===== src/design/icd_pkg.sv =====
// icd_pkg: shared constants and types of the instruction cycle decoder
// assumes: 14-bit words from program memory, one oscillator clock domain
package icd_pkg;

  // ********************************
  // word layout and timing
  // ********************************
  localparam int          WORD_W         = 14;
  localparam int          OSC_PER_ICYCLE = 4;
  localparam logic [1:0]  Q_LAST         = 2'(OSC_PER_ICYCLE - 1);
  localparam logic [1:0]  Q_RD_SET       = 2'h0;
  localparam logic [1:0]  Q_WR_SET       = 2'h2;
  localparam int          FILE_W         = 7;
  localparam int          DEST_POS       = 7;
  localparam int          BIT_LSB        = 7;
  localparam int          BITSEL_POS     = 11;
  localparam int          PTR_SHORT_POS  = 2;
  localparam int          PTR_LONG_POS   = 6;
  localparam logic [6:0]  IND_ADDR_MASK  = 7'h7e;
  localparam logic [6:0]  IND_ADDR_VAL   = 7'h00;

  // ********************************
  // opcode patterns, value and mask
  // ********************************
  localparam logic [13:0] CTRL_VAL    = 14'h0000;
  localparam logic [13:0] CTRL_MSK    = 14'h3f80;
  localparam logic [13:0] CLRACC_VAL  = 14'h0100;
  localparam logic [13:0] CLRACC_MSK  = 14'h3ffc;
  localparam logic [13:0] EXIT_VAL    = 14'h0008;
  localparam logic [13:0] EXIT_MSK    = 14'h3ffc;
  localparam logic [13:0] LONGJ_VAL   = 14'h2000;
  localparam logic [13:0] LONGJ_MSK   = 14'h3000;
  localparam logic [13:0] EXLIT_VAL   = 14'h3400;
  localparam logic [13:0] RELJ_VAL    = 14'h3200;
  localparam logic [13:0] RELJ_MSK    = 14'h3e00;
  localparam logic [13:0] PTRMOV_VAL  = 14'h0010;
  localparam logic [13:0] PTRMOV_MSK  = 14'h3ff0;
  localparam logic [13:0] PTRIDX_VAL  = 14'h3f00;
  localparam logic [13:0] PTRADD_VAL  = 14'h3100;
  localparam logic [13:0] PTRADD_MSK  = 14'h3f80;
  localparam logic [13:0] DECSKZ_VAL  = 14'h0b00;
  localparam logic [13:0] INCSKZ_VAL  = 14'h0f00;
  localparam logic [13:0] NIB_MSK     = 14'h3f00;
  localparam logic [13:0] ASR_VAL     = 14'h3700;
  localparam logic [13:0] LSL_VAL     = 14'h3500;
  localparam logic [13:0] LSR_VAL     = 14'h3600;
  localparam logic [13:0] ADDC_VAL    = 14'h3d00;
  localparam logic [13:0] SUBB_VAL    = 14'h3b00;
  localparam logic [13:0] BITOP_VAL   = 14'h1000;
  localparam logic [13:0] BITOP_MSK   = 14'h3000;

  // ********************************
  // types
  // ********************************
  typedef enum logic [2:0] {
    ICD_EXEC  = 3'b001,
    ICD_FLUSH = 3'b010,
    ICD_IND   = 3'b100
  } icd_state_t;

  typedef enum logic [2:0] {
    ICD_CAT_BYTE = 3'b001,
    ICD_CAT_BIT  = 3'b010,
    ICD_CAT_LIT  = 3'b100
  } icd_cat_t;

endpackage


===== src/design/icd_quarter_gen.sv =====
// icd_quarter_gen: counts oscillator clocks into instruction-cycle quarters
// assumes: free-running oscillator clock, asynchronous active-high reset
`timescale 1ns/10ps
module icd_quarter_gen (
  input  wire logic       i_mclk,
  input  wire logic       i_sys_rst,
  output logic      [1:0] o_quarter
);

  // ********************************
  // quarter counter
  // ********************************
  logic [1:0] quarter_reg;
  logic [1:0] quarter_next;

  assign quarter_next = (quarter_reg == icd_pkg::Q_LAST) ? 2'h0 : quarter_reg + 2'h1;
  assign o_quarter    = quarter_reg;

  always_ff @(posedge i_mclk or posedge i_sys_rst) begin
    if (i_sys_rst) begin
      quarter_reg <= 2'h0;
    end else begin
      quarter_reg <= quarter_next;
    end
  end

endmodule


===== src/design/icd_field_decode.sv =====
// icd_field_decode: pure decode of one 14-bit word into category and fields
// assumes: word is stable while read; no state kept here
`timescale 1ns/10ps
module icd_field_decode (
  input  wire logic [13:0] i_word,
  output logic      [2:0]  o_cat,
  output logic             o_file_op,
  output logic             o_wr_file,
  output logic             o_wr_acc,
  output logic             o_two_cycle,
  output logic             o_skip,
  output logic             o_uses_ind,
  output logic             o_ptr_num
);

  function automatic logic op_match(input logic [13:0] w, input logic [13:0] v,
                                    input logic [13:0] m);
    op_match = ((w & m) == v);
  endfunction

  // ********************************
  // category sort
  // ********************************
  logic ctrl_grp;
  logic clr_acc;
  logic ext_byte;
  logic is_byte;
  logic is_bit;
  logic ptr_short;
  logic ptr_idx;
  logic ptr_add;
  logic ind_file;

  assign ctrl_grp  = op_match(i_word, icd_pkg::CTRL_VAL, icd_pkg::CTRL_MSK);
  assign clr_acc   = op_match(i_word, icd_pkg::CLRACC_VAL, icd_pkg::CLRACC_MSK);
  assign ext_byte  = op_match(i_word, icd_pkg::ASR_VAL, icd_pkg::NIB_MSK)
                   | op_match(i_word, icd_pkg::LSL_VAL, icd_pkg::NIB_MSK)
                   | op_match(i_word, icd_pkg::LSR_VAL, icd_pkg::NIB_MSK)
                   | op_match(i_word, icd_pkg::ADDC_VAL, icd_pkg::NIB_MSK)
                   | op_match(i_word, icd_pkg::SUBB_VAL, icd_pkg::NIB_MSK);
  assign is_byte   = ((i_word[13:12] == 2'h0) & ~ctrl_grp) | ext_byte;
  assign is_bit    = op_match(i_word, icd_pkg::BITOP_VAL, icd_pkg::BITOP_MSK);
  assign o_cat     = is_byte ? icd_pkg::ICD_CAT_BYTE
                   : is_bit ? icd_pkg::ICD_CAT_BIT : icd_pkg::ICD_CAT_LIT;

  // ********************************
  // access and timing class
  // ********************************
  assign ptr_short = op_match(i_word, icd_pkg::PTRMOV_VAL, icd_pkg::PTRMOV_MSK);
  assign ptr_idx   = op_match(i_word, icd_pkg::PTRIDX_VAL, icd_pkg::NIB_MSK);
  assign ptr_add   = op_match(i_word, icd_pkg::PTRADD_VAL, icd_pkg::PTRADD_MSK);
  // clear-accumulator form ignores its low don't-care bits and names no file
  assign o_file_op = (is_byte & ~clr_acc) | is_bit;
  assign ind_file  = o_file_op
                   & ((i_word[6:0] & icd_pkg::IND_ADDR_MASK) == icd_pkg::IND_ADDR_VAL);
  assign o_uses_ind = ind_file | ptr_short | ptr_idx;
  assign o_ptr_num  = ind_file ? i_word[0]
                    : ptr_short ? i_word[icd_pkg::PTR_SHORT_POS]
                    : i_word[icd_pkg::PTR_LONG_POS];
  assign o_wr_file  = (is_byte & ~clr_acc & i_word[icd_pkg::DEST_POS])
                    | (is_bit & ~i_word[icd_pkg::BITSEL_POS]);
  assign o_wr_acc   = is_byte & ~i_word[icd_pkg::DEST_POS];
  assign o_skip     = (is_bit & i_word[icd_pkg::BITSEL_POS])
                    | op_match(i_word, icd_pkg::DECSKZ_VAL, icd_pkg::NIB_MSK)
                    | op_match(i_word, icd_pkg::INCSKZ_VAL, icd_pkg::NIB_MSK);
  assign o_two_cycle = op_match(i_word, icd_pkg::EXIT_VAL, icd_pkg::EXIT_MSK)
                     | op_match(i_word, icd_pkg::LONGJ_VAL, icd_pkg::LONGJ_MSK)
                     | op_match(i_word, icd_pkg::EXLIT_VAL, icd_pkg::NIB_MSK)
                     | op_match(i_word, icd_pkg::RELJ_VAL, icd_pkg::RELJ_MSK);
  // ptr_add only selects a pointer number, it touches no file
  logic unused_add;
  assign unused_add = ptr_add;

endmodule


===== src/design/icd_core.sv =====
// icd_core: instruction decode and instruction-cycle sequencing
// assumes: program memory presents the next word on i_instr_word by the
// last quarter of each cycle and holds it while o_cycle_kind shows extra
//
// How it works
// - each instruction arrives as one 14-bit word with opcode and operands
// - words sort into byte, bit, and literal-and-control categories
// - an instruction normally occupies exactly one instruction cycle
// - subroutine calls, direct and computed, take two cycles
// - subroutine and interrupt returns, literal return included, take two cycles
// - jumps and relative branches take two cycles, bit or count skips take two only when taken
// - indirect access while pointer aims at program memory adds one cycle
// - one instruction cycle is four oscillator clocks
// - file operand is a 7-bit address from 0x00 to 0x7f
// - destination bit 0 writes accumulator, 1 writes the file register
// - bit field picks one bit of the addressed 8-bit register
// - pointer number field picks pointer 0 or 1
// - don't-care bits never change behaviour
// - file operands run read, modify, then write per destination
// - the read happens even when the instruction only writes
// - skips take one cycle if not taken, two if taken
`timescale 1ns/10ps
module icd_core (
  input  wire logic        i_mclk,
  input  wire logic        i_sys_rst,
  input  wire logic [13:0] i_instr_word,
  input  wire logic        i_instr_valid,
  input  wire logic [1:0]  i_ptr_in_prog,
  input  wire logic        i_skip_cond,
  output logic      [1:0]  o_quarter,
  output logic      [2:0]  o_cycle_kind,
  output logic             o_exec_live,
  output logic      [2:0]  o_category,
  output logic      [6:0]  o_file_addr,
  output logic             o_dest_file,
  output logic      [7:0]  o_bit_mask,
  output logic             o_ptr_num,
  output logic      [7:0]  o_lit8,
  output logic      [10:0] o_lit11,
  output logic      [8:0]  o_lit9,
  output logic      [6:0]  o_lit7,
  output logic      [5:0]  o_lit6,
  output logic      [4:0]  o_lit5,
  output logic      [1:0]  o_inc_mode,
  output logic             o_file_rd,
  output logic             o_file_wr,
  output logic             o_acc_wr
);

  function automatic logic [7:0] bit_onehot(input logic [2:0] idx);
    bit_onehot = 8'h01 << idx;
  endfunction

  // ********************************
  // quarter timing
  // ********************************
  logic [1:0] quarter;

  icd_quarter_gen u_quarter (
    .i_mclk    (i_mclk),
    .i_sys_rst (i_sys_rst),
    .o_quarter (quarter)
  );

  assign o_quarter = quarter;

  // ********************************
  // decode of the incoming word
  // ********************************
  logic [2:0] dec_cat;
  logic       dec_file_op;
  logic       dec_wr_file;
  logic       dec_wr_acc;
  logic       dec_two_cycle;
  logic       dec_skip;
  logic       dec_uses_ind;
  logic       dec_ptr_num;

  icd_field_decode u_decode (
    .i_word      (i_instr_word),
    .o_cat       (dec_cat),
    .o_file_op   (dec_file_op),
    .o_wr_file   (dec_wr_file),
    .o_wr_acc    (dec_wr_acc),
    .o_two_cycle (dec_two_cycle),
    .o_skip      (dec_skip),
    .o_uses_ind  (dec_uses_ind),
    .o_ptr_num   (dec_ptr_num)
  );

  // ********************************
  // held instruction class
  // ********************************
  logic       live_reg;
  logic       file_op_reg;
  logic       wr_file_reg;
  logic       wr_acc_reg;
  logic       two_cycle_reg;
  logic       skip_reg;
  logic       uses_ind_reg;
  logic       branch_pend_reg;
  icd_pkg::icd_state_t state_reg;
  icd_pkg::icd_state_t state_next;

  // ********************************
  // cycle sequencing
  // ********************************
  logic cycle_end;
  logic ind_prog;
  logic skip_taken;
  logic flush_due;
  logic capture;

  assign cycle_end  = (quarter == icd_pkg::Q_LAST);
  assign ind_prog   = live_reg & uses_ind_reg & i_ptr_in_prog[o_ptr_num];
  assign skip_taken = live_reg & skip_reg & i_skip_cond;
  assign flush_due  = (live_reg & two_cycle_reg) | skip_taken;
  assign capture    = cycle_end & (state_next != icd_pkg::ICD_IND);

  always_comb begin
    case (state_reg)
      icd_pkg::ICD_EXEC: begin
        if (ind_prog) begin
          state_next = icd_pkg::ICD_IND;
        end else if (flush_due) begin
          state_next = icd_pkg::ICD_FLUSH;
        end else begin
          state_next = icd_pkg::ICD_EXEC;
        end
      end
      icd_pkg::ICD_IND: begin
        if (branch_pend_reg | skip_taken) begin
          state_next = icd_pkg::ICD_FLUSH;
        end else begin
          state_next = icd_pkg::ICD_EXEC;
        end
      end
      icd_pkg::ICD_FLUSH: begin
        state_next = icd_pkg::ICD_EXEC;
      end
      default: begin
        state_next = icd_pkg::ICD_EXEC;
      end
    endcase
  end

  always_ff @(posedge i_mclk or posedge i_sys_rst) begin
    if (i_sys_rst) begin
      state_reg       <= icd_pkg::ICD_EXEC;
      branch_pend_reg <= 1'b0;
    end else if (cycle_end) begin
      state_reg       <= state_next;
      branch_pend_reg <= live_reg & two_cycle_reg;
    end
  end

  assign o_cycle_kind = state_reg;

  // word fetched behind a branch or taken skip is held dead, a no-op
  always_ff @(posedge i_mclk or posedge i_sys_rst) begin
    if (i_sys_rst) begin
      live_reg <= 1'b0;
    end else if (capture) begin
      live_reg <= i_instr_valid & (state_next != icd_pkg::ICD_FLUSH);
    end
  end

  assign o_exec_live = live_reg;

  always_ff @(posedge i_mclk or posedge i_sys_rst) begin
    if (i_sys_rst) begin
      file_op_reg   <= 1'b0;
      wr_file_reg   <= 1'b0;
      wr_acc_reg    <= 1'b0;
      two_cycle_reg <= 1'b0;
      skip_reg      <= 1'b0;
      uses_ind_reg  <= 1'b0;
    end else if (capture) begin
      file_op_reg   <= dec_file_op;
      wr_file_reg   <= dec_wr_file;
      wr_acc_reg    <= dec_wr_acc;
      two_cycle_reg <= dec_two_cycle;
      skip_reg      <= dec_skip;
      uses_ind_reg  <= dec_uses_ind;
    end
  end

  // ********************************
  // operand fields
  // ********************************
  always_ff @(posedge i_mclk or posedge i_sys_rst) begin
    if (i_sys_rst) begin
      o_category  <= icd_pkg::ICD_CAT_LIT;
      o_file_addr <= 7'h00;
      o_dest_file <= 1'b0;
      o_bit_mask  <= 8'h00;
      o_ptr_num   <= 1'b0;
      o_lit8      <= 8'h00;
      o_lit11     <= 11'h000;
      o_lit9      <= 9'h000;
      o_lit7      <= 7'h00;
      o_lit6      <= 6'h00;
      o_lit5      <= 5'h00;
      o_inc_mode  <= 2'h0;
    end else if (capture) begin
      o_category  <= dec_cat;
      o_file_addr <= i_instr_word[icd_pkg::FILE_W-1:0];
      o_dest_file <= i_instr_word[icd_pkg::DEST_POS];
      o_bit_mask  <= bit_onehot(i_instr_word[icd_pkg::BIT_LSB+2:icd_pkg::BIT_LSB]);
      o_ptr_num   <= dec_ptr_num;
      o_lit8      <= i_instr_word[7:0];
      o_lit11     <= i_instr_word[10:0];
      o_lit9      <= i_instr_word[8:0];
      o_lit7      <= i_instr_word[6:0];
      o_lit6      <= i_instr_word[5:0];
      o_lit5      <= i_instr_word[4:0];
      o_inc_mode  <= i_instr_word[1:0];
    end
  end

  // ********************************
  // read-modify-write strobes
  // ********************************
  logic exec_now;
  logic rd_next;
  logic wr_next;
  logic acc_next;

  assign exec_now = live_reg & (state_reg == icd_pkg::ICD_EXEC);
  assign rd_next  = exec_now & file_op_reg & (quarter == icd_pkg::Q_RD_SET);
  assign wr_next  = exec_now & wr_file_reg & (quarter == icd_pkg::Q_WR_SET);
  assign acc_next = exec_now & wr_acc_reg & (quarter == icd_pkg::Q_WR_SET);

  always_ff @(posedge i_mclk or posedge i_sys_rst) begin
    if (i_sys_rst) begin
      o_file_rd <= 1'b0;
      o_file_wr <= 1'b0;
      o_acc_wr  <= 1'b0;
    end else begin
      o_file_rd <= rd_next;
      o_file_wr <= wr_next;
      o_acc_wr  <= acc_next;
    end
  end
endmodule


===== config.mk =====
export PLATFORM = sky130hd
export DESIGN_NAME = icd_core
export DESIGN_NICKNAME = d
export VERILOG_FILES = /design/src/design/icd_pkg.sv /design/src/design/icd_quarter_gen.sv /design/src/design/icd_field_decode.sv /design/src/design/icd_core.sv
export SDC_FILE = /design/constraint.sdc
export NUM_CORES = 1
export LEC_CHECK = 0
export ABC_AREA = 1
export BUFFER_PORTS_ARGS = -buffer_cell sky130_fd_sc_hd__clkbuf_2
export CORE_MARGIN = 2
export CORE_UTILIZATION = 44
export CTS_BUF_LIST = sky130_fd_sc_hd__clkbuf_8
export CTS_CLUSTER_DIAMETER = 60
export DETAILED_ROUTE_END_ITERATION = 6
export HOLD_SLACK_MARGIN = 0.03
export PLACE_DENSITY = 0.81
export SLEW_MARGIN = 20
export SYNTH_ARGS = -nofsm -noshare
export SYNTH_HDL_FRONTEND = slang
export SYNTH_SLANG_ARGS = --single-unit

===== constraint.sdc =====
create_clock -name i_mclk -period 1.4 [get_ports i_mclk]
set_input_delay 0.14 -clock i_mclk [delete_from_list [all_inputs] [get_ports i_mclk]]
set_output_delay 0.14 -clock i_mclk [all_outputs]
set_load 0.02 [all_outputs]

# ---- Word-level counts from Yosys, hierarchy flattened
# Cells that the tools add are included.
# Widths: inputs -> output; s select.
dict set report word_totals {
  word_cells 104
  register_bits 77
  output_inout_bits 77
  input_bits 20
}
dict set report classes {
  n_addsub 1
  muxes 11
  bitwise_logic 41
  n_eq_ne 21
  reduce_logical 4
  shifts 1
  n_lt_le_gt_ge 1
}
# operator n
set ops {}
lappend ops {{$eq 6x6->1 const B} 7}
lappend ops {{$and 1x1->1} 21}
lappend ops {{$or 1x1->1} 16}
lappend ops {{$logic_not 14->1} 1}
lappend ops {{$eq 12x2->1 const B} 1}
lappend ops {{$eq 12x7->1 const B} 1}
lappend ops {{$eq 6x4->1 const B} 2}
lappend ops {{$eq 10x1->1 const B} 1}
lappend ops {{$mux 3} 3}
lappend ops {{$shl 1x3->8 const A} 1}
lappend ops {{$logic_not 7->1} 1}
lappend ops {{$eq 2x2->1 const B} 3}
lappend ops {{$mux 2} 3}
lappend ops {{$pmux 3 s2} 1}
lappend ops {{$eq 5x5->1 const B} 1}
lappend ops {{$logic_not 2->1} 2}
lappend ops {{$mux 1} 4}
lappend ops {{$not 1->1} 4}
lappend ops {{$eq 3x1->1 const B} 1}
lappend ops {{$eq 3x3->1 const B} 1}
lappend ops {{$ne 3x2->1 const B} 1}
lappend ops {{$ne 3x3->1 const B} 1}
lappend ops {{$add 2x1->2 const B} 1}
lappend ops {{$eq 2x1->1 const B} 1}
lappend ops {{$lt 1x2->1 const B} 1}

# ---- Longest topological paths before layout
# Gate-level depths: netlist of the first run.
dict set report logic_depth {
  ltp_word 11
  depth_mapped 10
  depth_no_buf 10
}

# ---- Hierarchy
# From an unflattened synthesis of the first run, not the netlist that was laid out.
dict set report hier_totals {
  cells_unflattened 288
  area_unflattened_um2 2306.0
}
# mod cells_per_inst instances area_each_um2 seq_area_each_um2
set by_module_without_submodules {}
lappend by_module_without_submodules {icd_core 219 1 1920.6 928.4}
lappend by_module_without_submodules {icd_field_decode 64 1 315.3 0.0}
lappend by_module_without_submodules {icd_quarter_gen 5 1 70.1 50.0}

# ---- Worst setup path before layout of the first run
# No wires, ideal clock.
dict set report synth_path {
  kind {reg-to-reg}
  start {register u_quarter.quarter_reg[1] (netlist: u_quarter.o_quarter[1])}
  end {register wr_file_reg}
  synth_period_minus_slack_ns 1.479
  n_path_buf 1
  required_ns 1.270
  setup_ns 0.130
  setup_slack_ns -0.079
  arrival_time_ns 1.349
  stages_incl_launch_ff 8
  path_cell_list {dfrtp_1 > ha_1 > inv_1 > a21oi_4 > inv_2 > buf_6 > nand2_1 > o211ai_1}
}
dict set report synth_via {
  elab_chain_len 2
}
# element line
set synth_rtl {}
lappend synth_rtl {{from (decl)} icd_quarter_gen.sv:13} ;# logic [1:0] quarter_reg;
lappend synth_rtl {{from (signal assigned)} icd_quarter_gen.sv:23} ;# quarter_reg <= quarter_next;
lappend synth_rtl {{$eq 2x2->1} icd_core.sv:114} ;# assign cycle_end = (quarter == icd_pkg::Q_LAST);
lappend synth_rtl {{$and 1x1->1} icd_core.sv:118} ;# assign capture = cycle_end & (state_next != icd_pkg::ICD_IND);
lappend synth_rtl {{to (signal assigned)} icd_core.sv:180} ;# wr_file_reg <= dec_wr_file;
lappend synth_rtl {{to (decl)} icd_core.sv:96} ;# logic wr_file_reg;
# Every way passes these cells.
# A chain may end at the register's enable or synchronous reset.

# ---- Worst setup path after layout of the first run
dict set report layout_path {
  start {register o_ptr_num}
  end {register o_bit_mask[2]}
}
dict set report layout_via {
  elab_chain_len 7
}
# element line
set layout_rtl {}
lappend layout_rtl {{from (decl)} icd_core.sv:37} ;# output logic o_ptr_num,
lappend layout_rtl {{from (signal assigned)} icd_core.sv:210} ;# o_ptr_num <= dec_ptr_num;
lappend layout_rtl {{$mux 1 (not written as such) (2 in a row)} icd_core.sv:115} ;# assign ind_prog = live_reg & uses_ind_reg & i_ptr_in_prog[o_ptr_num];
lappend layout_rtl {{$and 1x1->1} icd_core.sv:115}
lappend layout_rtl {{$mux 3} icd_core.sv:123} ;# if (ind_prog) begin
lappend layout_rtl {{$pmux 3 s2} icd_core.sv:121} ;# case (state_reg)
lappend layout_rtl {{$ne 3x3->1} icd_core.sv:118}
lappend layout_rtl {{$and 1x1->1} icd_core.sv:118}
lappend layout_rtl {{to (signal assigned)} icd_core.sv:209} ;# o_bit_mask <= bit_onehot(i_instr_word[icd_pkg::BIT_LSB+2:icd_pkg::BIT_LSB]);
lappend layout_rtl {{to (decl)} icd_core.sv:36} ;# output logic [7:0] o_bit_mask,
# Every way passes these cells. The select of a mux whose other input is x is not followed.

==> impl_metrics.json, run 1 <==
{
  "status": "finished with violations",
  "violations": "negative setup slack",
  "fin_crit_sh": 1.124,
  "skew_ns": 0.006953,
  "ys.warnings.count": 0,
  "cp.required_ns": 1.59,
  "dp_cells": 392,
  "diodes": 0,
  "fin_ws_ns": -0.1737,
  "io_buffers": 96,
  "clk_latency_ns": 0.30,
  "relSlewSlack": 0.7069,
  "antenna_found_initial": 0,
  "r2r_start": "o_ptr_num$_DFFE_PP0P_",
  "drc": 0,
  "hold_end": "o_lit8[0]$_DFFE_PP0P_",
  "overflow": 0,
  "chipWidth_um": 74.20,
  "tightest_slew_ns": 0.4341,
  "finalSetupTns_ns": -2.296,
  "first_pass_iters": 5,
  "hp-start": "i_instr_word[0]",
  "grt_start_max_net_pins": 40,
  "reg_top3": "o_bit_mask (8), o_lit8 (7), o_lit11 (4)",
  "cts.sinks": 39,
  "syn_inst": 265,
  "cts_made_buffers": 5,
  "max_freq_mhz": 635.4,
  "power.total_mw": 2.964,
  "r2r_slack_ns": -0.17,
  "fin_cells": 411,
  "dieHeight_um": 74.20,
  "vias": 2059,
  "largest_reg_flops": 8,
  "reg2reg_depth": 8,
  "initial_utilization": 0.4591,
  "critPathArrivalTime_ns": 1.76,
  "maxCapViolCount": 0,
  "hold_path_depth": 3,
  "ant_nets": 0,
  "ios": 97,
  "drive_above_1_share": 0.4826,
  "nets": 366,
  "wl_met3_um": 488,
  "dieArea_um2": 5506,
  "netlist_area_um2": 2168,
  "grt_pass1_wl_um": 7866,
  "tritoncts": "built",
  "syn_nets": 288,
  "drt-total-wl_um": 5930,
  "synth.distinct_cells": 26,
  "reg2reg_to": "o_bit_mask[2]$_DFFE_PP0P_",
  "setup_viol": 29,
  "seq_area_frac_synth": 0.4512,
  "grt_pass1_vias": 1718,
  "fin_crit_ns": 1.574,
  "vias_per_cell": 5.010,
  "drv_slew": 0,
  "synth_seq_cells": 39,
  "grt_util_all_layers": 0.1879,
  "cp_max_fo": 9,
  "htreeDepth": 2,
  "total_leakage_power_nw": 1.537,
  "routedWlPerCell_um": 14.43,
  "post-place-ws_ns": -0.1432,
  "hpwl_um": 3739,
  "critical_path_class": "register to register",
  "synth_area_per_cell_um2": 8.182,
  "wl_met2_um": 2938,
  "pwr_density_cell_nw_per_um2": 1057,
  "fin_util": 0.5939,
  "critPathCaptureType": "register",
  "top_register": "o_bit_mask",
  "clockRootBuffer": "clkbuf_8",
  "row_count": 25,
  "coreArea_um2": 4723,
  "wl_met1_um": 2381,
  "min_path_type": "input pin to register",
  "start_kind": "register",
  "rsz0062_at_grt": "true",
  "hold_viol_final": 0,
  "top_layer": "met4",
  "ir_worst_vdd_uv": 506.5,
  "clk_path_buf_depth": 2,
  "syn_to_final_growth_pct": 29.37,
  "drt_iter0_markers": 189,
  "clk_pin_slew_ns": 0.08,
  "gp_congestion": 0.8713
}
==> cell usage after synthesis <==
master | n | area [um^2]
nand2_1 | 65 | 244.0
o21ai_0 | 9 | 45.04
buf_4 | 45 | 337.8
ha_1 | 3 | 37.54
o21ai_1 | 13 | 65.06
buf_6 | 4 | 45.04
nand4_1 | 3 | 18.77
a21oi_1 | 4 | 20.02
nand3_1 | 10 | 50.05
o311ai_0 | 1 | 8.760
inv_2 | 4 | 15.01
inv_1 | 24 | 90.09
nand2_2 | 4 | 25.02
a211oi_1 | 1 | 7.510
a31oi_1 | 2 | 12.51
o211ai_1 | 1 | 7.510
buf_2 | 1 | 5.000
o21ai_2 | 1 | 8.760
nor3_1 | 3 | 15.01
nor2_1 | 23 | 86.33
nor4_1 | 1 | 6.260
a21boi_1 | 1 | 7.510
o31ai_1 | 2 | 15.01
dfstp_2 | 2 | 52.55
dfrtp_1 | 37 | 925.9
a21oi_4 | 1 | 16.27
==> routing by layer <==
| metal | up-vias | global-route usage |
|---|---|---|
| met3 | 14 | 0.04336 |
| li1 | 951 | - |
| met5 | - | 0 |
| met4 | 0 | 0.08485 |
| met1 | 960 | 0.2491 |
| met2 | 134 | 0.2946 |
==> how the worst max path moves through the flow <==
| stage | start | to | slack (ns) | cells after the start |
|---|---|---|---|---|
| 2_1_floorplan | o_ptr_num$_DFFE_PP0P_ | wr_file_reg$_DFFE_PP0P_ | 0.01 | 8 |
| 3_3_place_gp | o_cycle_kind[0]$_DFFE_PP1P_ | o_ptr_num$_DFFE_PP0P_ | -0.1 | 6 |
| 3_5_place_dp | o_cycle_kind[0]$_DFFE_PP1P_ | o_ptr_num$_DFFE_PP0P_ | -0.14 | 6 |
| 4_1_cts | o_cycle_kind[0]$_DFFE_PP1P_ | o_ptr_num$_DFFE_PP0P_ | -0.02 | 6 |
| 5_1_grt | o_ptr_num$_DFFE_PP0P_ | o_bit_mask[2]$_DFFE_PP0P_ | -0.28 | 8 |
| 6_report | o_ptr_num$_DFFE_PP0P_ | o_bit_mask[2]$_DFFE_PP0P_ | -0.17 | 8 |
==> worst max-delay path, stage by stage (launching register included) <==
cell      delay, ns
dfrtp_1        0.43
nor2_2         0.10
nor2_1         0.06
o21ai_2        0.06
inv_2          0.08
a21oi_4        0.24
buf_6          0.16
clkinv_8       0.07
o31ai_1        0.27
==> what timing repair did <==
| item | 4_1_cts | 5_1_grt |
|---|---|---|
| hold endpoints to repair | 37 | 0 |
| endpoints found under the setup margin | 26 | 31 |
| cloned | 1 | 2 |
| resized for setup | 4 | 43 |
| pin swaps | 0 | 6 |
| hold buffers | 1 | 0 |
| buffers inserted | 2 | 6 |
==> area by class of cell <==
cell class                      count  area [um^2]
Clock buffer                        6        82.58
Clock inverter                      2        35.03
Fill cell                         383         1918
Inverter                           28        117.6
Multi-Input combinational cell    148        784.5
Sequential cell                    39        980.9
Tap cell                           67        83.83
Timing Repair Buffer              119        698.2
Timing Repair inverter              2        22.52
==> where the power goes <==
group	switching (mW)	total (mW)	internal (mW)
registers	0.0649	1.27	1.21
clock network	0.418	0.995	0.577
logic	0.459	0.694	0.235
==> metrics by stage <==
step | area [um^2] | hold slack, ns
2_1_floorplan | 2173 | 0.2317
3_3_place_gp | 2467 | 0.1875
3_5_place_dp | 2467 | 0.2035
4_1_cts | 2624 | 0.07478
5_1_grt | 2805 | 0.08882
6_report | 2805 | 0.07400
==> cells in the final DEF (no fill, tap or decap), drive strengths merged, types with 2 or more instances in the layout <==
cell type and instances:
a21oi 5, a31oi 2, buf 22, clkbuf 102, clkinv 2, dfrtp 37, dfstp 2, ha 3
inv 29, nand2 69, nand3 10, nand4 3, nor2 23, nor3 3, o21ai 23, o31ai 2
==> cell families (layout without fill, tap and decap cells) <==
| group | count (synthesis) | in the layout | share of synthesized area |
|---|---|---|---|
| adder cells (fa/ha/maj) | 3 | 3 | 0.01731 |
| AND/OR/NAND/NOR | 109 | 109 | 0.2054 |
| flip-flops | 39 | 39 | 0.4512 |
| AO/OA/AOI/OAI | 36 | 36 | 0.09868 |
| buffers and inverters | 78 | 157 | 0.2273 |
No activity file was read; power rests on OpenSTA's default activity.
==> run 2, diff against run 1 <==
--- a/config.mk
+++ b/config.mk
@@ -14,6 +14,7 @@
 export DETAILED_ROUTE_END_ITERATION = 6
 export HOLD_SLACK_MARGIN = 0.03
 export PLACE_DENSITY = 0.81
+export RECOVER_POWER = 100
 export SLEW_MARGIN = 20
 export SYNTH_ARGS = -nofsm -noshare
 export SYNTH_HDL_FRONTEND = slang
==> impl_metrics.json, run 2 (same netlist as run 1, synthesis figures left out) <==
{
  "status": "finished with violations",
  "violations": "negative setup slack",
  "clkPwrFrac": 0.338,
  "reg2reg_depth": 8,
  "tightest_slew_ns": 0.8616,
  "io_buffers": 96,
  "fill_cells": 408,
  "coreArea_um2": 4723,
  "grt_pass1_wl_um": 7866,
  "hold_viol_final": 0,
  "tritoncts": "built",
  "comb_power_share": 0.229,
  "seqPwrFrac": 0.433,
  "ant_nets": 0,
  "reg_top3": "o_bit_mask (8), o_lit8 (7), o_lit11 (4)",
  "max_freq_mhz": 629.7,
  "clk_latency_ns": 0.29,
  "power.total_mw": 2.943,
  "p_sw_uw": 939.0,
  "setup_viol": 29,
  "gp_congestion": 0.8713,
  "nets": 366,
  "dieArea_um2": 5506,
  "drive_above_1_share": 0.3750,
  "finalSetupTns_ns": -2.264,
  "reg2reg_to": "o_bit_mask[2]$_DFFE_PP0P_",
  "grt_util_all_layers": 0.1879,
  "hp-start": "i_instr_word[0]",
  "skew_ns": 0.005471,
  "vias_per_cell": 5.000,
  "clk_path_buf_depth": 2,
  "rsz0062_at_grt": "true",
  "drc": 0,
  "r2r_slack_ns": -0.19,
  "dp_cells": 392,
  "r2r_start": "o_ptr_num$_DFFE_PP0P_",
  "drt_iter0_markers": 243,
  "total_leakage_power_nw": 1.419,
  "routedWlPerCell_um": 14.40,
  "grt_start_max_net_pins": 40,
  "grt_pass1_vias": 1718,
  "cts_made_buffers": 5,
  "ios": 97,
  "p_int_mw": 2.004,
  "layout_commonest_cell": "clkbuf_2",
  "largest_reg_flops": 8,
  "htreeDepth": 2,
  "final_cell_mix": "clkbuf_2 (62), nand2_1 (56), clkbuf_1 (36)",
  "diodes": 0,
  "fin_area_um2": 2738,
  "initial_utilization": 0.4591,
  "post-place-ws_ns": -0.1432,
  "hold_path_depth": 3,
  "maxCapViolCount": 0,
  "chipWidth_um": 74.20,
  "cp.required_ns": 1.58,
  "critPathArrivalTime_ns": 1.77,
  "overflow": 0,
  "fin_crit_sh": 1.134,
  "fin_cells": 411,
  "row_count": 25,
  "cts.sinks": 39,
  "critical_path_class": "register to register",
  "dieHeight_um": 74.20,
  "fin_ws_ns": -0.1880,
  "swShare": 0.3191,
  "placed_area_um2": 2467,
  "fin_crit_ns": 1.588,
  "start_kind": "register",
  "min_path_type": "input pin to register",
  "cp_max_fo": 9,
  "pwr_density_cell_nw_per_um2": 1075,
  "drt-total-wl_um": 5920,
  "hpwl_um": 3739,
  "clk_pin_slew_ns": 0.08,
  "first_pass_iters": 4,
  "syn_to_final_growth_pct": 26.26,
  "antenna_found_initial": 0,
  "critPathCaptureType": "register",
  "hold_end": "o_lit8[0]$_DFFE_PP0P_",
  "ir_worst_vdd_uv": 505.5,
  "relSlewSlack": 0.4256,
  "vias": 2055,
  "clockRootBuffer": "clkbuf_8",
  "drv_slew": 0,
  "top_register": "o_bit_mask"
}
run 2: critical path: stages, from the launching register on:
cell and delay, ns:
dfrtp_1 0.43, nor2_2 0.10, nor2_1 0.06, o21ai_2 0.06
inv_2 0.08, a21oi_4 0.24, buf_6 0.16, clkinv_8 0.07
o31ai_1 0.28
run 2: per-stage QoR:
| step | hold WS [ns] | util |
|---|---|---|
| 2_1_floorplan | 0.2317 | - |
| 3_3_place_gp | 0.1875 | 0.5224 |
| 3_5_place_dp | 0.2035 | 0.5224 |
| 4_1_cts | 0.07478 | 0.5555 |
| 5_1_grt | 0.08882 | 0.5796 |
| 6_report | 0.07619 | 0.5796 |
run 2: worst max path at each step:
stage,start,end,cells after the start
final,o_ptr_num$_DFFE_PP0P_,o_bit_mask[2]$_DFFE_PP0P_,8
after global routing,o_ptr_num$_DFFE_PP0P_,o_bit_mask[2]$_DFFE_PP0P_,8
after CTS,o_cycle_kind[0]$_DFFE_PP1P_,o_ptr_num$_DFFE_PP0P_,6
after detailed placement,o_cycle_kind[0]$_DFFE_PP1P_,o_ptr_num$_DFFE_PP0P_,6
after global placement,o_cycle_kind[0]$_DFFE_PP1P_,o_ptr_num$_DFFE_PP0P_,6
after floorplan,o_ptr_num$_DFFE_PP0P_,wr_file_reg$_DFFE_PP0P_,8
run 2: area by class of cell:
cell class              count  area, um^2  area share
well taps                  67       83.83     0.03062
multi-input cells         148       782.0      0.2856
clock buffers               6       82.58     0.03016
flip-flops and latches     39       980.9      0.3583
inverters                  28       117.6     0.04296
clock inverters             2       35.03     0.01280
repair inverters            2       22.52    0.008227
repair buffers            119       633.1      0.2313
run 2: metal layers:
metal  track usage  part of all wire  vias up
li1              -                 -      953
met1        0.2491              0.41      958
met2        0.2946              0.49      127
met3       0.04336             0.074       17
met4       0.08485             0.021        0
met5             0                 0        -
run 2: repair_timing:
item,CTS,global route
resized for setup,4,43
setup buffers,2,6
hold endpoints to repair,37,0
hold buffers,1,0
endpoints found under the setup margin,26,31
gates cloned,1,2
pin swaps,0,6
run 2: power by group through the flow:
stage	Sequential (mW)	Clock, mW	Combinational, mW
2_1_floorplan	1.37	0	0.388
3_3_place_gp	1.29	0	0.636
3_5_place_dp	1.29	0	0.648
4_1_cts	1.27	0.988	0.653
5_1_grt	1.29	1.04	0.732
6_report	1.27	0.994	0.675
